--- src/ext_bus_pkg.sv ---
// Constants and state types for the shared external bus port
package ext_bus_pkg;
  localparam int ADDR_W    = 32;
  localparam int DATA_W    = 48;
  localparam int BANKS     = 4;
  localparam int REQ_LINES = 6;
  localparam int ID_W      = 3;
  // Bank 0 is the only bank that may hold DRAM
  localparam logic [1:0] DRAM_BANK = 2'h0;
  // Slave internal space sits below this address
  localparam logic [31:0] INT_SPACE_TOP = 32'h0010_0000;
  localparam logic [31:0] ADDR_RST = 32'h0000_0000;
  localparam logic [47:0] DATA_RST = 48'h0000_0000_0000;
  localparam logic [2:0] ID_SINGLE = 3'h0;
  typedef enum logic [2:0] {
    ST_IDLE   = 3'b000,
    ST_ARB    = 3'b001,
    ST_TURN   = 3'b010,
    ST_ACCESS = 3'b011,
    ST_DONE   = 3'b100,
    ST_HOST   = 3'b101
  } master_state_e;
endpackage

--- src/ext_bus_port.sv ---
// Shared external bus port: master access, slave waits, host hand-over, arbitration
//
// Functional notes
// - Master drives address lines for external accesses
// - Slave samples address lines driven by others
// - Four active-low bank chip selects, size configurable
// - Bank selects decoded with address, same cycle
// - Bank selects inactive when no external access
// - Conditional access asserts selects regardless of condition
// - Only master drives selects, page, address clock
// - Read strobe low on external reads
// - Others must drive read strobe; slave takes it
// - Write strobe: external writes, slave input
// - Page output flags DRAM page boundary crossing
// - Page output only on bank 0 accesses
// - Low acknowledge stretches master access
// - Slave drives acknowledge low for wait states
// - Acknowledge input keeps last driven level
// - Host request makes master yield, assert grant
// - Yielding master floats address, data, selects, strobes
// - Host request beats every processor request
// - Single processor holds grant low until host releases request
// - Drive own request line, watch the others
// - Rotating priority when select high, else fixed
`timescale 1ns/100ps
`default_nettype none
module ext_bus_port #(
  parameter int ADDR_W = ext_bus_pkg::ADDR_W,
  parameter int DATA_W = ext_bus_pkg::DATA_W
) (
  input  wire logic              clk,
  input  wire logic              rst_b,
  // Core side master request
  input  wire logic              core_req,
  input  wire logic              core_we,
  input  wire logic              core_cond,
  input  wire logic [ADDR_W-1:0] core_addr,
  input  wire logic [DATA_W-1:0] core_wdata,
  output logic                   core_done,
  output logic      [DATA_W-1:0] core_rdata,
  // Slave side toward internal memory
  output logic                   slv_req,
  output logic                   slv_we,
  output logic      [ADDR_W-1:0] slv_addr,
  output logic      [DATA_W-1:0] slv_wdata,
  input  wire logic              slv_ready,
  input  wire logic [DATA_W-1:0] slv_rdata,
  // Configuration
  input  wire logic [4:0]        bank_size_log2,
  input  wire logic [4:0]        page_size_log2,
  input  wire logic              ready_drive_mode_bit,
  input  wire logic [2:0]        core_identity_inputs,
  input  wire logic              rotating_priority_select,
  // External bus pins
  input  wire logic [ADDR_W-1:0] addr_i,
  output logic      [ADDR_W-1:0] addr_o,
  output logic                   addr_oe_n,
  input  wire logic [DATA_W-1:0] data_i,
  output logic      [DATA_W-1:0] data_o,
  output logic                   data_oe_n,
  output logic      [3:0]        memory_bank_select_n,
  output logic                   ctl_oe_n,
  input  wire logic              rd_n_i,
  output logic                   rd_n_o,
  input  wire logic              wr_n_i,
  output logic                   wr_n_o,
  output logic                   strobe_oe_n,
  input  wire logic              ack_i,
  input  wire logic              ack_line_driven,
  output logic                   ack_o,
  output logic                   ack_oe_n,
  output logic                   dram_page_boundary,
  output logic                   address_reference_clock_out,
  input  wire logic              suspend_bus_tristate_n,
  input  wire logic              host_bus_request_n,
  input  wire logic              host_bus_grant_n_i,
  output logic                   host_bus_grant_n_o,
  output logic                   host_bus_grant_oe_n,
  input  wire logic [3:0]        core_select_n,
  output logic                   host_ready_ack,
  output logic                   host_ready_oe_n,
  input  wire logic [6:1]        arbitration_request_lines_i,
  output logic      [6:1]        arbitration_request_lines_o,
  output logic      [6:1]        arbitration_request_lines_oe_n
);
  localparam int SW = ADDR_W + DATA_W + 17;
  // Pin register plus two sync flops before acknowledge is trusted
  localparam logic [1:0] ACK_LAT = 2'h3;

  // Two-flop synchronisers for every pin input except host_bus_grant_n_i
  logic [SW-1:0] s1_reg;
  logic [SW-1:0] s2_reg;
  always_ff @(posedge clk or negedge rst_b) begin
    if (!rst_b) begin
      s1_reg <= '1;
      s2_reg <= '1;
    end else begin
      s1_reg <= {addr_i, data_i, rd_n_i, wr_n_i, ack_i, ack_line_driven,
                 suspend_bus_tristate_n, host_bus_request_n, core_select_n,
                 arbitration_request_lines_i, rotating_priority_select};
      s2_reg <= s1_reg;
    end
  end
  logic [ADDR_W-1:0] a_s;
  logic [DATA_W-1:0] d_s;
  logic rd_s, wr_s, ack_s, ackdrv_s, suspend_bus_tristate_n_s, hbr_s, rot_s;
  logic [3:0] cs_s;
  logic [6:1] br_s;
  assign {a_s, d_s, rd_s, wr_s, ack_s, ackdrv_s, suspend_bus_tristate_n_s, hbr_s, cs_s,
          br_s, rot_s} = s2_reg;

  // Keeper on acknowledge
  logic ack_keep_reg;
  always_ff @(posedge clk or negedge rst_b) begin
    if (!rst_b)
      ack_keep_reg <= 1'b1;
    else if (ackdrv_s)
      ack_keep_reg <= ack_s;
  end
  logic ack_now;
  assign ack_now = ackdrv_s ? ack_s : ack_keep_reg;

  // Arbitration
  logic [2:0] id;
  logic       single;
  assign id = core_identity_inputs;
  assign single = (id == ext_bus_pkg::ID_SINGLE);

  ext_bus_pkg::master_state_e st_reg;
  logic [2:0] owner_reg;
  logic [2:0] last_reg;
  logic own_req;
  logic [6:1] req_all;
  logic [2:0] winner;
  logic [2:0] cand;
  logic is_master;

  assign own_req = (st_reg != ext_bus_pkg::ST_IDLE) && (st_reg != ext_bus_pkg::ST_HOST);
  always_comb begin
    req_all = ~br_s;
    if (!single)
      req_all[id] = own_req;
  end
  // Fixed: lowest line wins; rotating: first after last master
  always_comb begin
    winner = 3'h0;
    cand = 3'h0;
    for (int k = 6; k >= 1; k--) begin
      if (req_all[k])
        winner = 3'(k);
    end
    if (rot_s) begin
      for (int k = 5; k >= 0; k--) begin
        cand = 3'((int'(last_reg) + k) % 6 + 1);
        if (req_all[cand])
          winner = cand;
      end
    end
  end
  // Every processor tracks the same owner from the shared lines
  always_ff @(posedge clk or negedge rst_b) begin
    if (!rst_b) begin
      owner_reg <= 3'h0;
      last_reg <= 3'h6;
    end else if (owner_reg == 3'h0 || !req_all[owner_reg]) begin
      if (!hbr_s)
        owner_reg <= 3'h0;
      else begin
        owner_reg <= winner;
        if (winner != 3'h0)
          last_reg <= winner;
      end
    end
  end
  assign is_master = single || (owner_reg == id);

  // Master state machine
  logic [ADDR_W-1:0] addr_reg;
  logic [DATA_W-1:0] wdata_reg;
  logic              we_reg;
  logic [1:0]        ack_seen_reg;
  logic              pend_reg;
  logic              take;
  // Request held over a host tenure is taken once and kept pending
  assign take = (st_reg == ext_bus_pkg::ST_IDLE || st_reg == ext_bus_pkg::ST_HOST)
                && core_req && !pend_reg;
  always_ff @(posedge clk or negedge rst_b) begin
    if (!rst_b) begin
      st_reg <= ext_bus_pkg::ST_IDLE;
      ack_seen_reg <= 2'h0;
    end else begin
      ack_seen_reg <= 2'h0;
      unique case (st_reg)
        ext_bus_pkg::ST_IDLE: begin
          if (!hbr_s && is_master)
            st_reg <= ext_bus_pkg::ST_HOST;
          else if (core_req)
            st_reg <= ext_bus_pkg::ST_ARB;
        end
        ext_bus_pkg::ST_ARB: begin
          if (!hbr_s && is_master)
            st_reg <= ext_bus_pkg::ST_HOST;
          else if (is_master && hbr_s)
            st_reg <= ext_bus_pkg::ST_TURN;
        end
        ext_bus_pkg::ST_TURN:
          st_reg <= ext_bus_pkg::ST_ACCESS;
        ext_bus_pkg::ST_ACCESS: begin
          if (!suspend_bus_tristate_n_s)
            ack_seen_reg <= 2'h0;
          else if (ack_seen_reg != ACK_LAT)
            ack_seen_reg <= ack_seen_reg + 2'h1;
          else if (ack_now)
            st_reg <= ext_bus_pkg::ST_DONE;
        end
        ext_bus_pkg::ST_DONE: begin
          if (!hbr_s)
            st_reg <= ext_bus_pkg::ST_HOST;
          else
            st_reg <= ext_bus_pkg::ST_IDLE;
        end
        ext_bus_pkg::ST_HOST: begin
          if (hbr_s)
            st_reg <= pend_reg ? ext_bus_pkg::ST_ARB : ext_bus_pkg::ST_IDLE;
        end
        default:
          st_reg <= ext_bus_pkg::ST_IDLE;
      endcase
    end
  end

  always_ff @(posedge clk or negedge rst_b) begin
    if (!rst_b) begin
      addr_reg <= ext_bus_pkg::ADDR_RST;
      wdata_reg <= ext_bus_pkg::DATA_RST;
      we_reg <= 1'b0;
      pend_reg <= 1'b0;
    end else if (take) begin
      pend_reg <= 1'b1;
      addr_reg <= core_addr;
      wdata_reg <= core_wdata;
      we_reg <= core_we;
    end else if (st_reg == ext_bus_pkg::ST_DONE) begin
      pend_reg <= 1'b0;
    end
  end

  logic driving;
  logic active;
  assign active = (st_reg == ext_bus_pkg::ST_ACCESS);
  // Outputs float on suspend or when not master
  assign driving = active && suspend_bus_tristate_n_s && is_master;

  // Bank decode; condition flag does not gate the select
  logic [ADDR_W-1:0] bank_idx;
  logic              bank_hit;
  logic [3:0]        sel_dec;
  assign bank_idx = addr_reg >> bank_size_log2;
  assign bank_hit = (bank_idx < ADDR_W'(ext_bus_pkg::BANKS)) && !core_cond | (bank_idx < ADDR_W'(ext_bus_pkg::BANKS));
  always_comb begin
    sel_dec = 4'hf;
    if (active && bank_hit)
      sel_dec[bank_idx[1:0]] = 1'b0;
  end

  // Pin outputs registered; address and selects change together
  logic [ADDR_W-1:0] addr_q;
  logic [3:0]        sel_q;
  logic              rd_q, wr_q, drv_q;
  always_ff @(posedge clk or negedge rst_b) begin
    if (!rst_b) begin
      addr_q <= ext_bus_pkg::ADDR_RST;
      sel_q <= 4'hf;
      rd_q <= 1'b1;
      wr_q <= 1'b1;
      drv_q <= 1'b0;
    end else begin
      addr_q <= addr_reg;
      sel_q <= sel_dec;
      rd_q <= !(active && !we_reg);
      wr_q <= !(active && we_reg);
      drv_q <= driving;
    end
  end
  assign addr_o = addr_q;
  assign data_o = wdata_reg;
  assign memory_bank_select_n = sel_q;
  assign rd_n_o = rd_q;
  assign wr_n_o = wr_q;
  assign addr_oe_n = !drv_q;
  assign data_oe_n = !(drv_q && we_reg);
  assign strobe_oe_n = !drv_q;
  assign ctl_oe_n = !drv_q;

  // DRAM page boundary on bank 0
  logic [ADDR_W-1:0] page_last_reg;
  logic [ADDR_W-1:0] page_now;
  logic              page_reg;
  assign page_now = addr_reg >> page_size_log2;
  always_ff @(posedge clk or negedge rst_b) begin
    if (!rst_b) begin
      page_last_reg <= '1;
      page_reg <= 1'b0;
    end else begin
      page_reg <= 1'b0;
      if (st_reg == ext_bus_pkg::ST_TURN && !sel_dec_b0()) begin
        page_reg <= (page_now != page_last_reg);
        page_last_reg <= page_now;
      end
    end
  end
  function automatic logic sel_dec_b0();
    return !(bank_hit && bank_idx[1:0] == ext_bus_pkg::DRAM_BANK);
  endfunction
  assign dram_page_boundary = page_reg;

  // Address reference clock, half rate
  logic address_reference_clock_out_reg;
  always_ff @(posedge clk or negedge rst_b) begin
    if (!rst_b)
      address_reference_clock_out_reg <= 1'b0;
    else
      address_reference_clock_out_reg <= !address_reference_clock_out_reg;
  end
  assign address_reference_clock_out = address_reference_clock_out_reg & is_master;

  // Master read data and completion
  always_ff @(posedge clk or negedge rst_b) begin
    if (!rst_b) begin
      core_done <= 1'b0;
      core_rdata <= ext_bus_pkg::DATA_RST;
    end else begin
      core_done <= (st_reg == ext_bus_pkg::ST_DONE);
      if (active && suspend_bus_tristate_n_s && ack_seen_reg == ACK_LAT && ack_now && !we_reg)
        core_rdata <= d_s;
    end
  end

  // Host grant
  assign host_bus_grant_n_o = !(st_reg == ext_bus_pkg::ST_HOST);
  assign host_bus_grant_oe_n = !is_master;

  // Request line: own line only
  always_comb begin
    arbitration_request_lines_o = '1;
    arbitration_request_lines_oe_n = '1;
    if (!single) begin
      arbitration_request_lines_o[id] = !own_req;
      arbitration_request_lines_oe_n[id] = 1'b0;
    end
  end

  // Slave access of internal memory
  logic sync_acc, host_acc, slv_busy_reg, slv_done_reg;
  assign sync_acc = !is_master && (!rd_s || !wr_s)
                    && (a_s < ext_bus_pkg::INT_SPACE_TOP);
  assign host_acc = (cs_s != 4'hf) && (!rd_s || !wr_s);
  always_ff @(posedge clk or negedge rst_b) begin
    if (!rst_b) begin
      slv_busy_reg <= 1'b0;
      slv_we <= 1'b0;
      slv_addr <= ext_bus_pkg::ADDR_RST;
      slv_wdata <= ext_bus_pkg::DATA_RST;
    end else if (!slv_busy_reg && !slv_done_reg && (sync_acc || host_acc)) begin
      slv_busy_reg <= 1'b1;
      slv_we <= !wr_s;
      slv_addr <= a_s;
      slv_wdata <= d_s;
    end else if (slv_busy_reg && slv_ready) begin
      slv_busy_reg <= 1'b0;
    end
  end
  // One internal access per strobe assertion
  always_ff @(posedge clk or negedge rst_b) begin
    if (!rst_b)
      slv_done_reg <= 1'b0;
    else if (!(sync_acc || host_acc))
      slv_done_reg <= 1'b0;
    else if (slv_busy_reg && slv_ready)
      slv_done_reg <= 1'b1;
  end
  assign slv_req = slv_busy_reg;
  assign ack_o = !(slv_busy_reg && !slv_ready);
  assign ack_oe_n = !(slv_busy_reg && sync_acc);
  // Ready: open drain unless active drive chosen
  logic host_wait;
  assign host_wait = slv_busy_reg && host_acc && !slv_ready;
  assign host_ready_ack = !host_wait;
  assign host_ready_oe_n = !(host_wait || (ready_drive_mode_bit && host_acc));

  a_sel_idle: assert property (@(posedge clk) disable iff (!rst_b)
    !$past(active) |-> memory_bank_select_n == 4'hf)
    else $error("bank select active outside access");
  a_sel_float: assert property (@(posedge clk) disable iff (!rst_b)
    !is_master && !single |=> ##1 ctl_oe_n || $past(is_master, 2))
    else $error("non-master drives selects");
  a_suspend_flt: assert property (@(posedge clk) disable iff (!rst_b)
    !suspend_bus_tristate_n_s ##1 !suspend_bus_tristate_n_s |-> addr_oe_n && strobe_oe_n)
    else $error("outputs driven during suspend");
  a_ack_stall: assert property (@(posedge clk) disable iff (!rst_b)
    active && !ack_now |=> st_reg != ext_bus_pkg::ST_DONE)
    else $error("access ended while acknowledge low");
  a_grant_hold: assert property (@(posedge clk) disable iff (!rst_b)
    !host_bus_grant_n_o && !hbr_s |=> !host_bus_grant_n_o)
    else $error("grant dropped while host requests");
  a_host_first: assert property (@(posedge clk) disable iff (!rst_b)
    !hbr_s && owner_reg == 3'h0 |=> owner_reg == 3'h0)
    else $error("processor won bus over host");
  a_page_bank0: assert property (@(posedge clk) disable iff (!rst_b)
    dram_page_boundary |-> $past(bank_hit && bank_idx[1:0] == ext_bus_pkg::DRAM_BANK))
    else $error("page flagged outside bank 0");
  a_turn_gap: assert property (@(posedge clk) disable iff (!rst_b)
    $rose(active) |-> $past(st_reg) == ext_bus_pkg::ST_TURN)
    else $error("access without turnaround");
  a_yield_flt: assert property (@(posedge clk) disable iff (!rst_b)
    st_reg == ext_bus_pkg::ST_HOST ##1 st_reg == ext_bus_pkg::ST_HOST |-> addr_oe_n && data_oe_n)
    else $error("bus driven while host owns it");
  a_slave_wait: assert property (@(posedge clk) disable iff (!rst_b)
    slv_busy_reg && sync_acc && !slv_ready |-> !ack_oe_n && !ack_o)
    else $error("slave wait not signalled");
endmodule
`default_nettype wire

--- config.mk ---
export PLATFORM = sky130hd
export DESIGN_NAME = ext_bus_port
export DESIGN_NICKNAME = d
export VERILOG_FILES = /design/src/ext_bus_pkg.sv /design/src/ext_bus_port.sv
export SDC_FILE = /design/constraint.sdc
export NUM_CORES = 1
export LEC_CHECK = 0
export BUFFER_PORTS_ARGS = -buffer_cell sky130_fd_sc_hd__clkbuf_2
export CAP_MARGIN = 20
export CORE_UTILIZATION = 40
export CTS_CLUSTER_DIAMETER = 40
export DETAILED_ROUTE_END_ITERATION = 12
export GPL_TIMING_DRIVEN = 0
export PLACE_DENSITY = 0.65
export SLEW_MARGIN = 20
export SYNTH_ARGS = -nofsm -noshare
export SYNTH_HDL_FRONTEND = slang
export SYNTH_SLANG_ARGS = --single-unit
--- constraint.sdc ---
create_clock -name clk -period 9.2 [get_ports clk]
set_clock_uncertainty 0.2 [all_clocks]
set_input_delay 0.92 -clock clk [delete_from_list [all_inputs] [get_ports clk]]
set_output_delay 0.92 -clock clk [all_outputs]
set_load 0.005 [all_outputs]
* After elaboration in Yosys (flattened, before gate mapping)
Index checks and enable logic that the tools add are counted.
** Operators by class
- Add/sub/neg operators :: 12
- Divide/modulo/power cells :: 6
- Shift-type cells :: 2
- Muxes and demuxes :: 59
- Reduce and logical (&&, ||, !) cells :: 68
- Equal/unequal tests :: 18
- Magnitude comparators :: 13
- Bitwise operators :: 6
** Operators with widths (count)
- 32-bit by 4-bit modulo with 32-bit output (second input constant) :: 5
- 3-bit two-way mux :: 23
- 32-bit by 5-bit >> shifter with 32-bit output :: 2
- 3-bit by 4-bit < comparator with 1-bit output (second input constant) :: 8
- 32-bit by 21-bit < comparator with 1-bit output (second input constant) :: 1
- 32-bit by 3-bit < comparator with 1-bit output (second input constant) :: 1
- 4-bit by 4-bit modulo with 32-bit output (second input constant) :: 1
- 32-bit != test :: 1
- 1-bit logical AND :: 30
- 1-bit zero test :: 22
- 1-bit binary-select mux with 3-bit select :: 7
- 3-bit by 2-bit adder with 3-bit output (second input constant) :: 6
- 1-bit two-way mux :: 18
- 6-bit two-way mux :: 3
- 3-bit case mux with 6 select lines :: 1
- 6-bit inverter :: 2
- 2-bit != test (second input constant) :: 5
- 3-bit zero test :: 3
- 3-bit by 2-bit adder with 4-bit output (second input constant) :: 2
- 3-bit by 3-bit adder with 4-bit output (second input constant) :: 2
- 6-bit bitwise mux :: 1
- 3-bit by 2-bit == test with 1-bit output (second input constant) :: 2
- 3-bit == test (second input constant) :: 2
- 1-bit logical OR :: 6
- other kinds (25) :: 30
** Word-level totals
- Output and inout bits :: 241
- Bits in registers :: 493
- Input bits :: 246

* Longest topological paths before layout
- Depth in word-level cells :: 21
- Mapped depth :: 20
- Depth with buffers taken out :: 19

* Least setup slack after synthesis
OpenSTA, ideal clock, no wires.
- Kind :: register to register
- Start :: reg last_reg[0]
- End :: reg owner_reg[1]
- Arrival time :: 4.237 ns
- Setup slack :: 4.619 ns
- Period minus slack after synthesis :: 4.581 ns
- Path buffers :: 4
- Stages on the path, launching flop included :: 19
- Setup time :: 0.144 ns
- Path through :: dfrtp_1 > buf_2 > buf_2 > clkbuf_1 > inv_1 > ha_1 > clkbuf_1 > nand2_1 > mux2_2 > o22ai_1 > o21ai_0 > o21ai_0 > ha_1 > xor2_1 > mux4_2 > a221oi_1 > nor3_1 > o311ai_2 > o21ai_0
** Between the ends
- Longest elaborated chain between the ends :: 13
- Elaborated cells between the ends (all ways) :: 37
** Ends and longest elaborated chain
- start: declaration :: line ext_bus_port.sv:131 : logic [2:0] last_reg;
- start signal: assignment :: line ext_bus_port.sv:171 : last_reg <= winner;
- 3-bit by 3-bit adder with 4-bit output :: line ext_bus_port.sv:154 : cand = 3'((int'(last_reg) + k) % 6 + 1);
- 32-bit by 4-bit modulo with 32-bit output :: line ext_bus_port.sv:154
- 3-bit by 2-bit adder with 3-bit output :: line ext_bus_port.sv:154
- 1-bit binary-select mux with 3-bit select :: line ext_bus_port.sv:155 : if (req_all[cand])
- 1-bit two-way mux (not written as such) :: line ext_bus_port.sv:155
- 3-bit two-way mux (5 in a row) :: line ext_bus_port.sv:155
- 3-bit two-way mux * :: line ext_bus_port.sv:155
- 3-bit two-way mux * :: line ext_bus_port.sv:152 : if (rot_s) begin
- 3-bit two-way mux * :: line ext_bus_port.sv:166 : if (!hbr_s)
- end signal: assignment :: line ext_bus_port.sv:169 : owner_reg <= winner;
- end: declaration :: line ext_bus_port.sv:130 : logic [2:0] owner_reg;
Every way passes the cells marked *; elsewhere a longest branch is shown, timed or not. The select of a mux whose other input is x is not followed.
A chain may end at the register's enable or synchronous reset.

* Worst setup path after layout
- Start :: reg last_reg[0]
- End :: reg last_reg[2]
** Between the ends
- Longest elaborated chain between the ends :: 14
- Elaborated cells between the ends (all ways) :: 38
** Ends and longest elaborated chain
- 3-bit by 3-bit adder with 4-bit output :: line ext_bus_port.sv:154
- 32-bit by 4-bit modulo with 32-bit output :: line ext_bus_port.sv:154
- 3-bit by 2-bit adder with 3-bit output :: line ext_bus_port.sv:154
- 1-bit binary-select mux with 3-bit select :: line ext_bus_port.sv:155
- 1-bit two-way mux (not written as such) :: line ext_bus_port.sv:155
- 3-bit two-way mux (5 in a row) :: line ext_bus_port.sv:155
- 3-bit two-way mux * :: line ext_bus_port.sv:155
- 3-bit two-way mux * :: line ext_bus_port.sv:152
- 3-bit nonzero test :: line ext_bus_port.sv:170 : if (winner != 3'h0)
- 3-bit AND reduction (no line)
Marked as above.

==> metrics <==
antenna violations before repair 4; vias in the first global route 15,200; Die Height 232 µm; top-level port count 487; Starting DRT DRC Count 928; RSZ-0062 raised after global routing no; gr ovfl total 0; port bufs 432; global-route wire length before repair 88,300 µm; Routed met1 length 23,600 µm; post-synth top area cell dfrtp_1; total of max-cap violations 0; clk buf depth 3; WL/cell 20.4 µm; synthesis-to-finish area growth 28.4%; Int Pwr 6.29 mW; Clock transition at path regs 0.06 ns; Power Dens Cells 352 nW/µm²; H-tree lvl count 3; Post-synth top cells dfrtp_1, dfstp_2, mux2_2, nand2_1, nor2_1; CP Max Fanout 10; Crit path largest cell delay 0.62 ns; reg2reg path depth 18; Syn Area/Cell 13.7 µm²; post-route ant nets 0; Cell Rows 83; Gate power share 0.334; Mapped Area 21,100 µm²; vias 14,700; die area 53,700 µm²; Max Slew Vio Count 0; Least-Margin Pin Slew 0.967 ns; CP Capture Type flip-flop; Highest Signal Layer met5; hold_ws 0.125 ns; Post-DP Area 24,300 µm²; most common cell in the synthesized netlist dfrtp_1; Post-synth EDFFs 0; aggregate routed wire length 57,300 µm; status finished, final reports clean; Syn Inst Count 1,541; Power Total 9.53 mW; postcts setup bufs 0; Root Buffer Master clkbuf_16; post-CTS sizing 0; GRT Total Usage 0.215; Fmax achieved 178 MHz; Sinks on Clock Net 493; TritonCTS Buffers 77; Hold Crit Endpoint s2_reg[5]; flops & latches, synth 493; final setup fails 0; Static Leakage 12.2 nW; layout cells sized above 1 0.536; Hold WC Path Type flip-flop to flip-flop; Slowest cell on crit path mux4_2; Synth Warn # 0; WL met3 4460 µm; predominant post-synthesis flop cell dfrtp_1; slew margin rel. 0.351; Yosys cell types 85; sequential power share 0.342; hold path depth 0; Reg2Reg Setup Slack 3.57 ns; hold path startpoint s1_reg[5]; Vias/cell 5.23; Clk pwr share 0.324; core area 51,700 µm²; Skew-Pair Late Insertion Delay 0.61 ns; CP Cell Sequence buf_2 > buf_2 > clkbuf_1 > inv_1 > ha_1 > clkbuf_1 > nand2_1 > mux2_2 > o22ai_1 > o21ai_0 > o21ai_0 > ha_1 > xor2_1 > mux4_2 > a221oi_1 > nor3_1 > o311ai_2 > a31o_1; HPWL after DPL 42,900 µm; switching power 3.24 mW; # DRC 0; CTS Hold Bufs 1; top-area cell type share of the netlist area 0.306; Tcrit/Tclk final 0.611; Worst Path Class, Setup flip-flop to flip-flop; CP required 9.52 ns; final instance area 27,100 µm²; largest net degree at the start of global routing 102; Seq/Total Area, Yosys 0.598; chip width 232 µm; RR Startpoint last_reg[0]; post-layout util 0.524; Layout Nets 2,325; CP arrival 5.94 ns; startpoint type of the worst setup path flip-flop; fin crit period 5.63 ns; Switching Fraction 0.340; worst vdd ir 0.180 mV; Syn Nets 1,808; synth top area cells dfrtp_1, dfstp_2, mux2_2, mux4_2, mux2i_1; r2r endpoint last_reg[2]; Post-synth ARST share 1.00; Hold Violations, Final 0; DRT Pass-1 Iters 5; CTS tree built; WL met2 27,500 µm; initial core utilization 0.408; Final Wtd Congestion 0.924
==> placed cells by master, fill, tap and decap left out, drive strengths merged, types with 16 or more instances in the layout <==
| cell type | n |
|---|---|
| a211oi | 18 |
| a21oi | 48 |
| buf | 44 |
| clkbuf | 569 |
| clkinv | 18 |
| dfrtp | 258 |
| dfstp | 235 |
| ha | 21 |
| inv | 49 |
| mux2 | 258 |
| mux2i | 52 |
| mux4 | 32 |
| nand2 | 88 |
| nand3 | 16 |
| nor2 | 69 |
| nor3 | 26 |
| o21ai | 47 |
| xnor2 | 16 |
| xor2 | 24 |
==> layer usage <==
| layer | up-vias | global-route usage |
|---|---|---|
| met5 | - | 0 |
| met4 | 4 | 0.0892 |
| met3 | 102 | 0.0600 |
| met2 | 539 | 0.340 |
| met1 | 7372 | 0.277 |
| li1 | 6637 | - |
==> power by group through the flow <==
| stage | clock network, mW | logic [mW] | registers [mW] |
|---|---|---|---|
| 2_1_floorplan | 0 | 2.05 | 3.14 |
| 3_3_place_gp | 0 | 3.12 | 3.25 |
| 3_5_place_dp | 0 | 3.17 | 3.28 |
| 4_1_cts | 3.17 | 3.19 | 3.25 |
| 5_1_grt | 3.27 | 3.48 | 3.33 |
| 6_report | 3.09 | 3.18 | 3.26 |
==> through the flow <==
step	instances	setup slack, ns	setup TNS [ns]
final	2803	3.57	0
after global routing	2803	3.01	0
after CTS	2801	3.59	0
after detailed placement	2658	3.62	0
after global placement	2653	-3.44	-875.09
after floorplan	1541	4.62	0
==> worst max-delay path, delay by kind of cell, from the launching register on <==
family,cells,cell delay [ns]
buf+inv,5,1.56
compound gates,6,1.24
mux,2,0.89
fa+ha+maj,2,0.60
flops,1,0.49
xor+xnor,1,0.38
simple gates,2,0.20
==> how the worst max path moves through the flow <==
stage | from | to | slack, ns | cells after the start
after floorplan | last_reg[0] | owner_reg[1] | 4.62 | 18
after global placement | rst_b | addr_o[20] | -3.44 | 1
after detailed placement | last_reg[0] | last_reg[2] | 3.62 | 18
after CTS | last_reg[0] | last_reg[2] | 3.59 | 18
after global routing | last_reg[0] | owner_reg[1] | 3.01 | 18
final | last_reg[0] | last_reg[2] | 3.57 | 18
==> layout make-up <==
class,instances,area (µm²)
diodes,2,5.00
well taps,680,851
repair buffers,438,2320
plain buffers,82,422
inverters,41,154
fillers,4436,24600
clock buffers,94,2060
clock inverters,48,758
flip-flops and latches,493,12600
multi-input cells,925,7900
==> logic make-up after synthesis <==
logic type,synth area share
XOR/XNOR,0.0170
buffers and inverters,0.0273
AO/OA/AOI/OAI,0.0737
AND/OR/NAND/NOR,0.0699
adder cells (fa/ha/maj),0.0124
multiplexers,0.201
flip-flops,0.598
Note: power is estimated with default switching activity, not from simulation.
